[src/include/dpr_pkg.sv]
package dpr_pkg;

	// peripheral window on the core's X-data bus
	localparam logic [7:0]  DPR_WIN_PAGE     = 8'hc0;
	localparam logic [15:0] DPR_CTL_FIRST    = 16'hc000;
	localparam logic [15:0] DPR_CTL_LAST     = 16'hc00f;
	localparam int          DPR_CTL_REGS     = 16;

	// register offsets
	localparam logic [15:0] DPR_LAST_CTL_ACC = 16'hc010;
	localparam logic [15:0] DPR_SERIAL_WORD  = 16'hc011;
	localparam logic [15:0] DPR_REQ_PIN_CTL  = 16'hc012;
	localparam logic [15:0] DPR_RATE_LOW     = 16'hc013;
	localparam logic [15:0] DPR_RATE_HIGH    = 16'hc014;
	localparam logic [15:0] DPR_LEFT_SAMPLE  = 16'hc015;
	localparam logic [15:0] DPR_RIGHT_SAMPLE = 16'hc016;
	localparam logic [15:0] DPR_PIN_DIR      = 16'hc017;
	localparam logic [15:0] DPR_PIN_IN       = 16'hc018;
	localparam logic [15:0] DPR_PIN_OUT      = 16'hc019;
	localparam logic [15:0] DPR_IRQ_MASK     = 16'hc01a;
	localparam logic [15:0] DPR_IRQ_BLK_INC  = 16'hc01b;
	localparam logic [15:0] DPR_IRQ_BLK_DEC  = 16'hc01c;
	localparam logic [15:0] DPR_IRQ_NEST     = 16'hc01d;

	// field layouts
	localparam int LCA_WRITE_BIT  = 4;
	localparam int RATE_HI_BITS   = 4;
	localparam int ACC_BITS       = 26;
	localparam int NEST_BITS      = 5;
	localparam int GPIO_BITS      = 8;

	// interrupt source positions
	localparam int IRQ_TIMER1     = 7;
	localparam int IRQ_TIMER0     = 6;
	localparam int IRQ_UART_RX    = 5;
	localparam int IRQ_UART_TX    = 4;
	localparam int IRQ_DATA_PORT  = 2;
	localparam int IRQ_CTL_PORT   = 1;
	localparam int IRQ_DAC        = 0;
	localparam logic [7:0] IRQ_USED_MASK = 8'hf7;

	// timing
	localparam int DAC_TICK_CYCLES = 4;
	localparam int IRQ_LATENCY_MAX = 6;

	// reset values
	localparam logic [15:0] DPR_RESET_WORD = 16'h0000;

	typedef struct packed {
		logic        wr;
		logic        rd;
		logic [15:0] addr;
		logic [15:0] wdata;
	} dpr_access_t;

endpackage : dpr_pkg

[src/core/dpr_regs.sv]
// How it works
// RL1: page c0 decodes as peripheral register space
// RL2: host control registers mirrored at c000..c00f
// RL3: c010 shows last host control access, write flag
// RL4: c011 returns last two serial bytes
// RL5: every fourth cycle add increment to accumulator
// RL6: overflow latches samples and raises DAC interrupt
// RL7: direction bit one makes pin output
// RL8: output levels kept when direction goes input
// RL9: c018 reads synchronised pin levels
// RL10: pins never raise any interrupt
// RL11: host memory window reaches same registers
// RL12: mask bits gate sources by position
// RL13: mask and counter writes act within six cycles
// RL14: block-increment write adds one to counter
// RL15: block-decrement write subtracts, floor at zero
// RL16: interrupts pass only while counter is zero
// RL17: taken interrupt adds one to counter
// RL18: service routine ends writing block-decrement register
// RL19: nesting counter is readable
// RL20: accumulator wraps and keeps remainder
// RL21: all registers and accumulator reset to zero
`timescale 1ns/10ps
`default_nettype none

module dpr_regs
	import dpr_pkg::*;
(
	// clock and reset
	input  wire logic                 CLK_SYS_I,
	input  wire logic                 RST_I,
	// core data bus
	input  wire logic [15:0]          CORE_ADDR_I,
	input  wire logic                 CORE_WR_I,
	input  wire logic                 CORE_RD_I,
	input  wire logic [15:0]          CORE_WDATA_I,
	output logic      [15:0]          CORE_RDATA_O,
	output logic                      CORE_RVALID_O,
	input  wire logic                 CORE_IRQ_TAKEN_I,
	// host control port
	input  wire logic                 CTL_WR_I,
	input  wire logic                 CTL_RD_I,
	input  wire logic [3:0]           CTL_IDX_I,
	input  wire logic [15:0]          CTL_WDATA_I,
	output logic      [15:0]          CTL_RDATA_O,
	// host memory pointer and window
	input  wire logic [15:0]          HOST_MEMORY_POINTER_I,
	input  wire logic                 HOST_MEMORY_WINDOW_WR_I,
	input  wire logic                 HOST_MEMORY_WINDOW_RD_I,
	input  wire logic [15:0]          HOST_MEMORY_WINDOW_WDATA_I,
	output logic      [15:0]          HOST_MEMORY_WINDOW_RDATA_O,
	output logic                      HOST_MEMORY_WINDOW_ACK_O,
	// serial data input
	input  wire logic                 STREAM_INPUT_PORT_VALID_I,
	input  wire logic [7:0]           STREAM_INPUT_PORT_BYTE_I,
	output logic                      REQUEST_PIN_O,
	// converter
	output logic      [15:0]          DAC_LEFT_O,
	output logic      [15:0]          DAC_RIGHT_O,
	output logic                      DAC_LOAD_O,
	// general-purpose pins
	input  wire logic [GPIO_BITS-1:0] GPIO_PIN_I,
	output logic      [GPIO_BITS-1:0] GPIO_PIN_O,
	output logic      [GPIO_BITS-1:0] GPIO_PIN_OE_O,
	// interrupts
	input  wire logic [7:0]           IRQ_SRC_I,
	output logic      [7:0]           IRQ_REQ_O
);

	logic [15:0]          ctl_regs [DPR_CTL_REGS];
	logic                 last_access_was_write;
	logic [3:0]           last_access_index;
	logic [15:0]          serial_input_word;
	logic [15:0]          sample_rate_low;
	logic [15:0]          sample_rate_high_pll;
	logic [15:0]          left_channel_sample;
	logic [15:0]          right_channel_sample;
	logic [GPIO_BITS-1:0] pin_direction;
	logic [GPIO_BITS-1:0] pin_output_level;
	logic [GPIO_BITS-1:0] pin_meta;
	logic [GPIO_BITS-1:0] pin_input_value;
	logic [7:0]           irq_enable_mask;
	logic [NEST_BITS-1:0] irq_nest_count;
	logic [ACC_BITS-1:0]  rate_acc;
	logic [1:0]           tick_div;

	// core has priority; a host window request waits while the core uses the bus
	// a request still held in its acknowledge cycle is not taken a second time
	wire         core_act = CORE_WR_I | CORE_RD_I;
	wire         host_req = HOST_MEMORY_WINDOW_WR_I | HOST_MEMORY_WINDOW_RD_I;
	wire         host_go  = host_req & ~core_act & ~HOST_MEMORY_WINDOW_ACK_O; // RL11
	dpr_access_t acc_s;
	assign acc_s = core_act ?
		dpr_access_t'{wr: CORE_WR_I, rd: CORE_RD_I, addr: CORE_ADDR_I, wdata: CORE_WDATA_I} :
		dpr_access_t'{wr: host_go & HOST_MEMORY_WINDOW_WR_I,
		  rd: host_go & HOST_MEMORY_WINDOW_RD_I,
		  addr: HOST_MEMORY_POINTER_I, wdata: HOST_MEMORY_WINDOW_WDATA_I}; // RL11

	function automatic logic hit(input logic [15:0] a, input logic [15:0] off);
		hit = (a == off);
	endfunction : hit

	wire in_win   = (acc_s.addr[15:8] == DPR_WIN_PAGE); // RL1
	wire ctl_hit  = in_win && (acc_s.addr <= DPR_CTL_LAST); // RL2
	wire wr_en    = acc_s.wr & in_win;
	wire rd_en    = acc_s.rd & in_win;
	wire [3:0] ctl_widx = acc_s.addr[3:0];

	wire wr_reqpin = wr_en && hit(acc_s.addr, DPR_REQ_PIN_CTL);
	wire wr_rlow   = wr_en && hit(acc_s.addr, DPR_RATE_LOW);
	wire wr_rhigh  = wr_en && hit(acc_s.addr, DPR_RATE_HIGH);
	wire wr_left   = wr_en && hit(acc_s.addr, DPR_LEFT_SAMPLE);
	wire wr_right  = wr_en && hit(acc_s.addr, DPR_RIGHT_SAMPLE);
	wire wr_dir    = wr_en && hit(acc_s.addr, DPR_PIN_DIR);
	wire wr_pout   = wr_en && hit(acc_s.addr, DPR_PIN_OUT);
	wire wr_mask   = wr_en && hit(acc_s.addr, DPR_IRQ_MASK);
	wire wr_blkinc = wr_en && hit(acc_s.addr, DPR_IRQ_BLK_INC);
	wire wr_blkdec = wr_en && hit(acc_s.addr, DPR_IRQ_BLK_DEC);
	wire wr_nest   = wr_en && hit(acc_s.addr, DPR_IRQ_NEST);

	// read mux; unmapped and write-only offsets read as zero
	logic [15:0] rd_word;
	always_comb begin
		rd_word = DPR_RESET_WORD;
		if (ctl_hit) begin
			rd_word = ctl_regs[ctl_widx]; // RL2
		end else begin
			case (acc_s.addr)
				DPR_LAST_CTL_ACC: rd_word = {11'h000, last_access_was_write, last_access_index}; // RL3
				DPR_SERIAL_WORD:  rd_word = serial_input_word; // RL4
				DPR_RATE_LOW:     rd_word = sample_rate_low;
				DPR_RATE_HIGH:    rd_word = sample_rate_high_pll;
				DPR_LEFT_SAMPLE:  rd_word = left_channel_sample;
				DPR_RIGHT_SAMPLE: rd_word = right_channel_sample;
				DPR_PIN_DIR:      rd_word = {8'h00, pin_direction};
				DPR_PIN_IN:       rd_word = {8'h00, pin_input_value}; // RL9
				DPR_PIN_OUT:      rd_word = {8'h00, pin_output_level};
				DPR_IRQ_MASK:     rd_word = {8'h00, irq_enable_mask};
				DPR_IRQ_NEST:     rd_word = {11'h000, irq_nest_count}; // RL19
				default:          rd_word = DPR_RESET_WORD;
			endcase
		end
	end

	// bus answers one cycle after the access
	always_ff @(posedge CLK_SYS_I or posedge RST_I) begin
		if (RST_I) begin
			CORE_RDATA_O               <= 16'h0000;
			CORE_RVALID_O              <= 1'b0;
			HOST_MEMORY_WINDOW_RDATA_O <= 16'h0000;
			HOST_MEMORY_WINDOW_ACK_O   <= 1'b0;
		end else begin
			CORE_RVALID_O            <= CORE_RD_I & in_win;
			HOST_MEMORY_WINDOW_ACK_O <= host_go;
			if (CORE_RD_I)
				CORE_RDATA_O <= rd_word;
			if (host_go && HOST_MEMORY_WINDOW_RD_I)
				HOST_MEMORY_WINDOW_RDATA_O <= rd_word; // RL11
		end
	end

	// control-port mirror; a host port write wins a same-cycle clash on one index
	always_ff @(posedge CLK_SYS_I or posedge RST_I) begin
		if (RST_I) begin
			for (int i = 0; i < DPR_CTL_REGS; i++)
				ctl_regs[i] <= 16'h0000; // RL21
			CTL_RDATA_O           <= 16'h0000;
			last_access_was_write <= 1'b0;
			last_access_index     <= 4'h0;
		end else begin
			if (wr_en && ctl_hit)
				ctl_regs[ctl_widx] <= acc_s.wdata; // RL2
			if (CTL_WR_I)
				ctl_regs[CTL_IDX_I] <= CTL_WDATA_I;
			if (CTL_RD_I)
				CTL_RDATA_O <= ctl_regs[CTL_IDX_I];
			if (CTL_WR_I || CTL_RD_I) begin
				last_access_was_write <= CTL_WR_I; // RL3
				last_access_index     <= CTL_IDX_I; // RL3
			end
		end
	end

	// serial word and request pin
	always_ff @(posedge CLK_SYS_I or posedge RST_I) begin
		if (RST_I) begin
			serial_input_word <= 16'h0000;
			REQUEST_PIN_O     <= 1'b0;
		end else begin
			if (STREAM_INPUT_PORT_VALID_I)
				serial_input_word <= {serial_input_word[7:0], STREAM_INPUT_PORT_BYTE_I}; // RL4
			if (wr_reqpin)
				REQUEST_PIN_O <= acc_s.wdata[0];
		end
	end

	// sample-rate accumulator; one extra bit catches the carry
	wire [ACC_BITS-1:0] rate_inc = {6'h00, sample_rate_high_pll[RATE_HI_BITS-1:0],
		sample_rate_low}; // RL5
	wire [ACC_BITS:0]   acc_sum  = {1'b0, rate_acc} + {1'b0, rate_inc};
	wire                tick     = (tick_div == 2'(DAC_TICK_CYCLES - 1));
	wire                dac_ovf  = tick & acc_sum[ACC_BITS]; // RL6

	always_ff @(posedge CLK_SYS_I or posedge RST_I) begin
		if (RST_I) begin
			tick_div             <= 2'h0;
			rate_acc             <= 26'h0000000; // RL21
			sample_rate_low      <= 16'h0000;
			sample_rate_high_pll <= 16'h0000;
			left_channel_sample  <= 16'h0000;
			right_channel_sample <= 16'h0000;
			DAC_LEFT_O           <= 16'h0000;
			DAC_RIGHT_O          <= 16'h0000;
			DAC_LOAD_O           <= 1'b0;
		end else begin
			tick_div <= tick_div + 2'h1; // RL5
			if (tick)
				rate_acc <= acc_sum[ACC_BITS-1:0]; // RL20
			if (wr_rlow)
				sample_rate_low <= acc_s.wdata;
			if (wr_rhigh)
				sample_rate_high_pll <= acc_s.wdata;
			if (wr_left)
				left_channel_sample <= acc_s.wdata;
			if (wr_right)
				right_channel_sample <= acc_s.wdata;
			DAC_LOAD_O <= dac_ovf;
			if (dac_ovf) begin
				DAC_LEFT_O  <= left_channel_sample; // RL6
				DAC_RIGHT_O <= right_channel_sample; // RL6
			end
		end
	end

	// pins; direction changes never touch the stored output levels
	always_ff @(posedge CLK_SYS_I or posedge RST_I) begin
		if (RST_I) begin
			pin_direction    <= 8'h00;
			pin_output_level <= 8'h00;
			pin_meta         <= 8'h00;
			pin_input_value  <= 8'h00;
			GPIO_PIN_O       <= 8'h00;
			GPIO_PIN_OE_O    <= 8'h00;
		end else begin
			pin_meta        <= GPIO_PIN_I;
			pin_input_value <= pin_meta; // RL9
			if (wr_dir)
				pin_direction <= acc_s.wdata[GPIO_BITS-1:0];
			if (wr_pout)
				pin_output_level <= acc_s.wdata[GPIO_BITS-1:0]; // RL8
			GPIO_PIN_O    <= pin_output_level;
			GPIO_PIN_OE_O <= pin_direction; // RL7
		end
	end

	// nesting counter: increments stack, the decrement floors at zero, top saturates
	wire [1:0] n_inc = {1'b0, wr_blkinc} + {1'b0, CORE_IRQ_TAKEN_I}; // RL14 RL17
	wire [6:0] n_up  = {2'b00, irq_nest_count} + {5'h00, n_inc};
	wire [6:0] n_dn  = (wr_blkdec && n_up != 7'h00) ? n_up - 7'h01 : n_up; // RL15
	logic [NEST_BITS-1:0] next_nest;
	assign next_nest = wr_nest ? acc_s.wdata[NEST_BITS-1:0] :
		(n_dn > 7'h1f) ? 5'h1f : n_dn[NEST_BITS-1:0];

	// pins feed no source: bit 0 is the converter, bit 3 stays empty
	wire [7:0] irq_src = ({IRQ_SRC_I[7:1], 1'b0} | {7'h00, dac_ovf}) & IRQ_USED_MASK; // RL10 RL12

	always_ff @(posedge CLK_SYS_I or posedge RST_I) begin
		if (RST_I) begin
			irq_enable_mask <= 8'h00;
			irq_nest_count  <= 5'h00;
			IRQ_REQ_O       <= 8'h00;
		end else begin
			if (wr_mask)
				irq_enable_mask <= acc_s.wdata[7:0];
			irq_nest_count <= next_nest; // RL14 RL15 RL17
			// one register stage keeps the write-to-effect delay well inside the limit
			IRQ_REQ_O <= (irq_nest_count == 5'h00) ? (irq_src & irq_enable_mask) : 8'h00; // RL12 RL13 RL16
		end
	end
endmodule : dpr_regs

`default_nettype wire

[config.mk]
export PLATFORM = sky130hd
export DESIGN_NAME = dpr_regs
export DESIGN_NICKNAME = d
export VERILOG_FILES = /design/src/include/dpr_pkg.sv /design/src/core/dpr_regs.sv
export SDC_FILE = /design/constraint.sdc
export NUM_CORES = 2
export LEC_CHECK = 0
export ABC_CLOCK_PERIOD_IN_PS = 19700
export BUFFER_PORTS_ARGS = -buffer_cell sky130_fd_sc_hd__buf_2
export CORE_ASPECT_RATIO = 0.75
export CORE_MARGIN = 8
export CORE_UTILIZATION = 25
export CTS_CLUSTER_SIZE = 10
export DETAILED_ROUTE_END_ITERATION = 12
export PLACE_DENSITY_LB_ADDON = 0.2
export SLEW_MARGIN = 20
export SYNTH_ARGS = -nofsm -noshare
export SYNTH_HDL_FRONTEND = slang
export SYNTH_SLANG_ARGS = --single-unit
export TNS_END_PERCENT = 10
[constraint.sdc]
create_clock -name CLK_SYS_I -period 19.7 [get_ports CLK_SYS_I]
set_input_delay 0.985 -clock CLK_SYS_I [delete_from_list [all_inputs] [get_ports CLK_SYS_I]]
set_output_delay 0.985 -clock CLK_SYS_I [all_outputs]
set_load 0.01 [all_outputs]
* Word-level counts from Yosys, hierarchy flattened
Index checks and enable logic that the tools add are counted.
** Word-level totals
- Register bits after elaboration :: 522
- RAM bits :: 0
- Output and inout port bits :: 108
- Logic and storage cells :: 126
- Memories :: 0
- Bits of input ports :: 118
- Memory bits (read-only) :: 0
- Bits in latches :: 0
** Cells by class
- Div/mod/pow operators :: 0
- Bitwise logic cells :: 15
- Multipliers :: 0
- Reductions and logical operators :: 20
- Multiplexer cells :: 21
- Add/subtract/negate cells :: 5
- $lt $le $gt $ge :: 6
- Shifts and indexed selects :: 0
- Equal/unequal tests :: 16
** Operators with widths (count)
- bitwise mux 256 bit :: 2
- two-way mux 256 bit :: 2
- == test 16 bit, second input constant :: 14
- one-hot mux 16 bit (11 select lines) :: 1
- binary-select mux 16 bit (select 4 bit) :: 2
- demux 16 bit (select 4 bit) :: 2
- two-way mux 16 bit :: 7
- two-way mux 34 bit :: 1
- adder 26 x 20 -> 27 bit :: 1
- logical AND 1 bit :: 17
- less-or-equal comparator 16 bit, second input constant :: 1
- greater-or-equal comparator 5 bit, second input constant :: 2
- less-than comparator 5 x 1 -> 1 bit, second input constant :: 2
- two-way mux 5 bit :: 2
- inverter 4 -> 5 bit :: 2
- bitwise AND 8 bit :: 1
- == test 8 bit, second input constant :: 1
- two-way mux 8 bit :: 1
- bitwise OR 8 x 1 -> 8 bit :: 1
- bitwise AND 1 bit :: 7
- greater-than comparator 7 x 5 -> 1 bit, second input constant :: 1
- two-way mux 7 bit :: 1
- nonzero test 7 bit :: 1
- subtractor 6 x 1 -> 7 bit, second input constant :: 1
- 8 further kinds :: 10

* Depth between registers and ports, before layout
- Depth after elaboration :: 17
- Gate-level depth with buffers :: 17
- Gate-level depth less buffers :: 15

* Worst setup path after synthesis
No wires, ideal clock.
- Path kind :: input to register
- Start point :: in CORE_ADDR_I[12]
- End point :: reg irq_nest_count[1]
- Path buffers :: 1
- Setup time :: 0.138 ns
- Path slack :: 15.300 ns
- Data arrival time :: 4.262 ns
- Cell stages on the path :: 16
- Cell sequence :: nor4bb_1 > nand4_1 > o21ai_0 > clkbuf_1 > nand3_1 > fa_1 > inv_1 > ha_1 > inv_1 > ha_1 > and3_1 > a32oi_1 > a21oi_1 > a31o_2 > a2111oi_0 > a21oi_1
** Between the ends
- Longest elaborated chain between the ends :: 12
- Elaborated cells on any way between the ends :: 18
- Classes of those cells :: add/sub: 3; order compare: 1; eq/ne: 4; mux: 4; bitwise: 1; reduce/logical: 5
** RTL lines
- from (decl) :: line dpr_regs.sv:33 : input wire logic [15:0] CORE_ADDR_I,
- two-way mux 34 bit * :: line dpr_regs.sv:93 : assign acc_s = core_act ?
- parallel branches: the longest is 10 deep, another holds subtractor 6 x 1 -> 7 bit
- two-way mux 5 bit * :: line dpr_regs.sv:261 : assign next_nest = wr_nest ? acc_s.wdata[NEST_BITS-1:0] :
- named net next_nest[1] :: line dpr_regs.sv:260 : logic [NEST_BITS-1:0] next_nest;
- to (signal assigned) :: line dpr_regs.sv:275 : irq_nest_count <= next_nest;
- to (decl) :: line dpr_regs.sv:83 : logic [NEST_BITS-1:0] irq_nest_count;
Mark *: on every way through the listed nets, which the timed path passes.
A chain may end at the register's enable or synchronous reset.

* Final worst setup path
- Start point :: in CORE_RD_I
- End point :: reg irq_nest_count[1]
** Between the ends
- Longest elaborated chain between the ends :: 16
- Elaborated cells on any way between the ends :: 23
- Classes of those cells :: add/sub: 3; order compare: 1; eq/ne: 4; mux: 4; bitwise: 6; reduce/logical: 5
** RTL lines
- from (decl) :: line dpr_regs.sv:35 : input wire logic CORE_RD_I,
- bitwise OR 1 bit * :: line dpr_regs.sv:89 : wire core_act = CORE_WR_I | CORE_RD_I;
- inverter 1 bit :: line dpr_regs.sv:91 : wire host_go = host_req & ~core_act & ~HOST_MEMORY_WINDOW_ACK_O;
- bitwise AND 1 bit (2 in series) :: line dpr_regs.sv:91
- bitwise AND 1 bit :: line dpr_regs.sv:95 : dpr_access_t'{wr: host_go & HOST_MEMORY_WINDOW_WR_I,
- two-way mux 34 bit * :: line dpr_regs.sv:93
- parallel branches: the longest is 9 deep, another holds subtractor 6 x 1 -> 7 bit
- two-way mux 5 bit * :: line dpr_regs.sv:261
- named net next_nest[1] :: line dpr_regs.sv:260
Marks and branches as above.

==> results_dict.tcl <==
set metrics [dict create \
    finalMaxSlewViolations 0 \
    worst_slew_pin_slew_ps 1110 \
    finalHoldViolations 0 \
    post-route-drc-count 0 \
    cts_tree "yes" \
    hpwl_mm 76.2 \
    slew-limit-headroom_pct 24.3 \
    nNetsFinal 3145 \
    grt_pass1_wl_mm 167 \
    fin_setup_tns_ps 0 \
    path_class "primary input to register" \
    outcome "finished clean" \
    cpMaxStageDelayCell "buf_4" \
    drive_above_1_share_pct 21.0 \
    wl_per_cell_um 25.8 \
    worstSetupStartpointType "primary input" \
    num_io_pins 226 \
    grt_antenna_before_repair 15 \
    critPathArrivalTime_ps 5480 \
    hold_slack_ps 347 \
    setup_violations 0 \
    p_per_area_nw_per_um2 91.4 \
    clock_latency_ps 660 \
    path_cells "buf_2, buf_4, or2_2, nand4_1, o21ai_0, buf_4, nand3_1, fa_1, inv_1, ha_1, inv_1, ha_1, and3_1, a32oi_1, a21oi_1, a31o_2, a2111oi_0, a21oi_1" \
    h-tree-depth 2 \
    clk_pin_slew_worst_paths_ps 60 \
    ctsLongestPathBuffers 3 \
    p_leak_uw 0.0135 \
    postCtsHoldBufs 0 \
    wl_mm 115 \
    hold_path.class "register to register" \
    dr.pass1.iters 8 \
    r2r-end "irq_nest_count[1]$_DFF_PP0_" \
    synth_top_cell_area_share_pct 47.7 \
    synth-main-ff-cell "dfrtp_1" \
    cp_num_cells 18 \
    cp-startpoint "CORE_RD_I" \
    hold_start "pin_meta[1]$_DFF_PP0_" \
    netlist_area_um2 27300 \
    die-area_um2 120000 \
    synth_top_cells_by_count "dfrtp_1, nand2_1, o21ai_0" \
    syn-instance-count 2896 \
    gp_congestion 0.811 \
    multi_input_area_um2 13400 \
    regToRegStartpoint "HOST_MEMORY_WINDOW_ACK_O$_DFF_PP0_" \
    vias 23100 \
    globalRouteOverflowTotal 0 \
    avgViaCountPerCell 5.18 \
    grt_pass1_vias 22300 \
    fp.dieH_um 302 \
    rows 105 \
    postCtsSetupBuffers 0 \
    cts_resized 0 \
    cts_buffers 61 \
    io_buffers 222 \
    area_delta_synth_final_pct 16.8 \
    yosysWarnings 0 \
    cts_root_buf "clkbuf_16" \
    finalCritPeriodShare_pct 25.2 \
    hold_depth 0 \
    skew_ps 21.3 \
    fmax_mhz 202 \
    crit_fanout 44 \
    synth_seq_cells 521 \
    yosysSeqAreaShare_pct 47.7 \
    post-route-util_pct 29.3 \
    cp_num_buf_inv 5 \
    crit_path_end_kind "register" \
    cp_top_family "compound AO/OA/AOI/OAI gates" \
    ys_top_cells_by_area "dfrtp_1, mux4_2, o21ai_0" \
    rsz0062_at_grt "false" \
    synth_top_area_cell "dfrtp_1" \
    initial_utilization_pct 25.1 \
    fillers 11300 \
    numClockSinks 521 \
    crit_required_ps 20220 \
    die_w_um 398 \
    dr.first_iter.drc_count 2476 \
    ys_types 74 \
    max-vdd-ir-drop_v 0.0000748 \
    synth.most_common_cell "dfrtp_1" \
    min_period_ps 4960 \
    syn_avg_cell_area_um2 9.44 \
    async_flop_share_pct 100 \
    r2r_slack_ps 15980 \
    cap_violations 0 \
    whs_endpoint "pin_input_value[1]$_DFF_PP0_" \
    grt.total_usage_pct 18.7 \
    syn-num-nets 3040 \
    synth_edf_count 0 \
    rr_worst_depth 15 \
    core_area_um2 109000 \
    grt_start_max_net_pins 108 \
    ant_nets 0 \
    regArea_um2 13000 \
    critical_path.max_stage_delay_ps 580 \
]
## worst max-delay path by stage
stage                                             end  slack [ps]
after floorplan           CORE_RDATA_O[0]$_DFFE_PP0P_        4160
after global placement    irq_nest_count[4]$_DFF_PP0_       14150
after detailed placement  irq_nest_count[1]$_DFF_PP0_       14120
after CTS                 irq_nest_count[1]$_DFF_PP0_       14820
after global routing      irq_nest_count[1]$_DFF_PP0_       14430
final                     irq_nest_count[1]$_DFF_PP0_       14740
## layer usage
| layer | up-vias | wire (µm) | track usage (%) |
|---|---|---|---|
| met5 | - | 96 | 0 |
| met4 | 16 | 2500 | 4.33 |
| met3 | 171 | 8020 | 3.77 |
| met2 | 795 | 51800 | 29.4 |
| met1 | 11600 | 52900 | 26.5 |
| li1 | 10500 | - | - |
## cells in the final DEF (no fill, tap or decap), types with 7 or more instances in the layout
cell       count
dfrtp_1      521
nand2_1      457
o21ai_0      356
a21oi_1      316
nor2_1       276
buf_2        220
mux4_2        96
buf_4         91
mux2_2        89
clkbuf_16     61
a222oi_1      48
o21ai_1       41
nand3_1       32
and3_1        28
a22oi_1       27
ha_1          24
mux2i_1       21
inv_1         18
a211oi_1      14
a22o_1        13
o22ai_1       12
nor2_2        12
xor2_1        12
mux2i_2       11
nand4_1       11
xnor2_1       11
nor3_1        10
a21o_1        10
and2_1        10
clkbuf_1       9
nor2b_1        8
o211ai_1       8
o31ai_1        8
nand2b_1       7
mux2i_4        7
clkbuf_8       7
## flip-flops by register name, indices dropped and copies added, names as in the netlist, 2 cells and up
register                    flops
pin_meta                        8
sample_rate_high_pll           16
DAC_LEFT_O                     16
tick_div                        2
CTL_RDATA_O                    16
pin_output_level                8
irq_nest_count                  5
CORE_RDATA_O                   16
pin_direction                   8
GPIO_PIN_OE_O                   8
IRQ_REQ_O                       7
left_channel_sample            16
HOST_MEMORY_WINDOW_RDATA_O     16
DAC_RIGHT_O                    16
GPIO_PIN_O                      8
ctl_regs                      256
pin_input_value                 8
last_access_index               4
sample_rate_low                16
right_channel_sample           16
rate_acc                       26
irq_enable_mask                 8
serial_input_word              16
## cell type report
cell class | instances | share of cell area [%]
clock inverters | 7 | 0.443
repair buffers | 312 | 5.64
multi-input cells | 2086 | 41.9
flip-flops and latches | 521 | 40.8
well taps | 1444 | 5.66
inverters | 19 | 0.247
diodes | 5 | 0.0392
clock buffers | 77 | 5.19
## metrics by stage
step | cells | worst slack, ps | instance area, µm² | total power [µW]
after CTS | 4465 | 14820 | 31900 | 2940
after detailed placement | 4381 | 14120 | 30100 | 1840
after global routing | 4466 | 14430 | 31900 | 3050
after global placement | 4381 | 14150 | 30100 | 1840
after floorplan | 2896 | 4160 | 27300 | 1640
final | 4471 | 14740 | 31900 | 2920
## power breakdown
part / internal (µW) / switching (µW)
registers: 1210 / 120
clock network: 608 / 478
logic: 222 / 280
## kinds of logic after synthesis
logic type	Yosys count	share of synthesized area [%]
compound gates	919	19.5
simple gates	893	13.6
flops	521	47.7
buf+inv	289	4.24
mux	224	13.0
fa+ha+maj	26	1.25
xor+xnor	23	0.737
other cells	1	0.0137
Power figures use the tool's default switching activity.
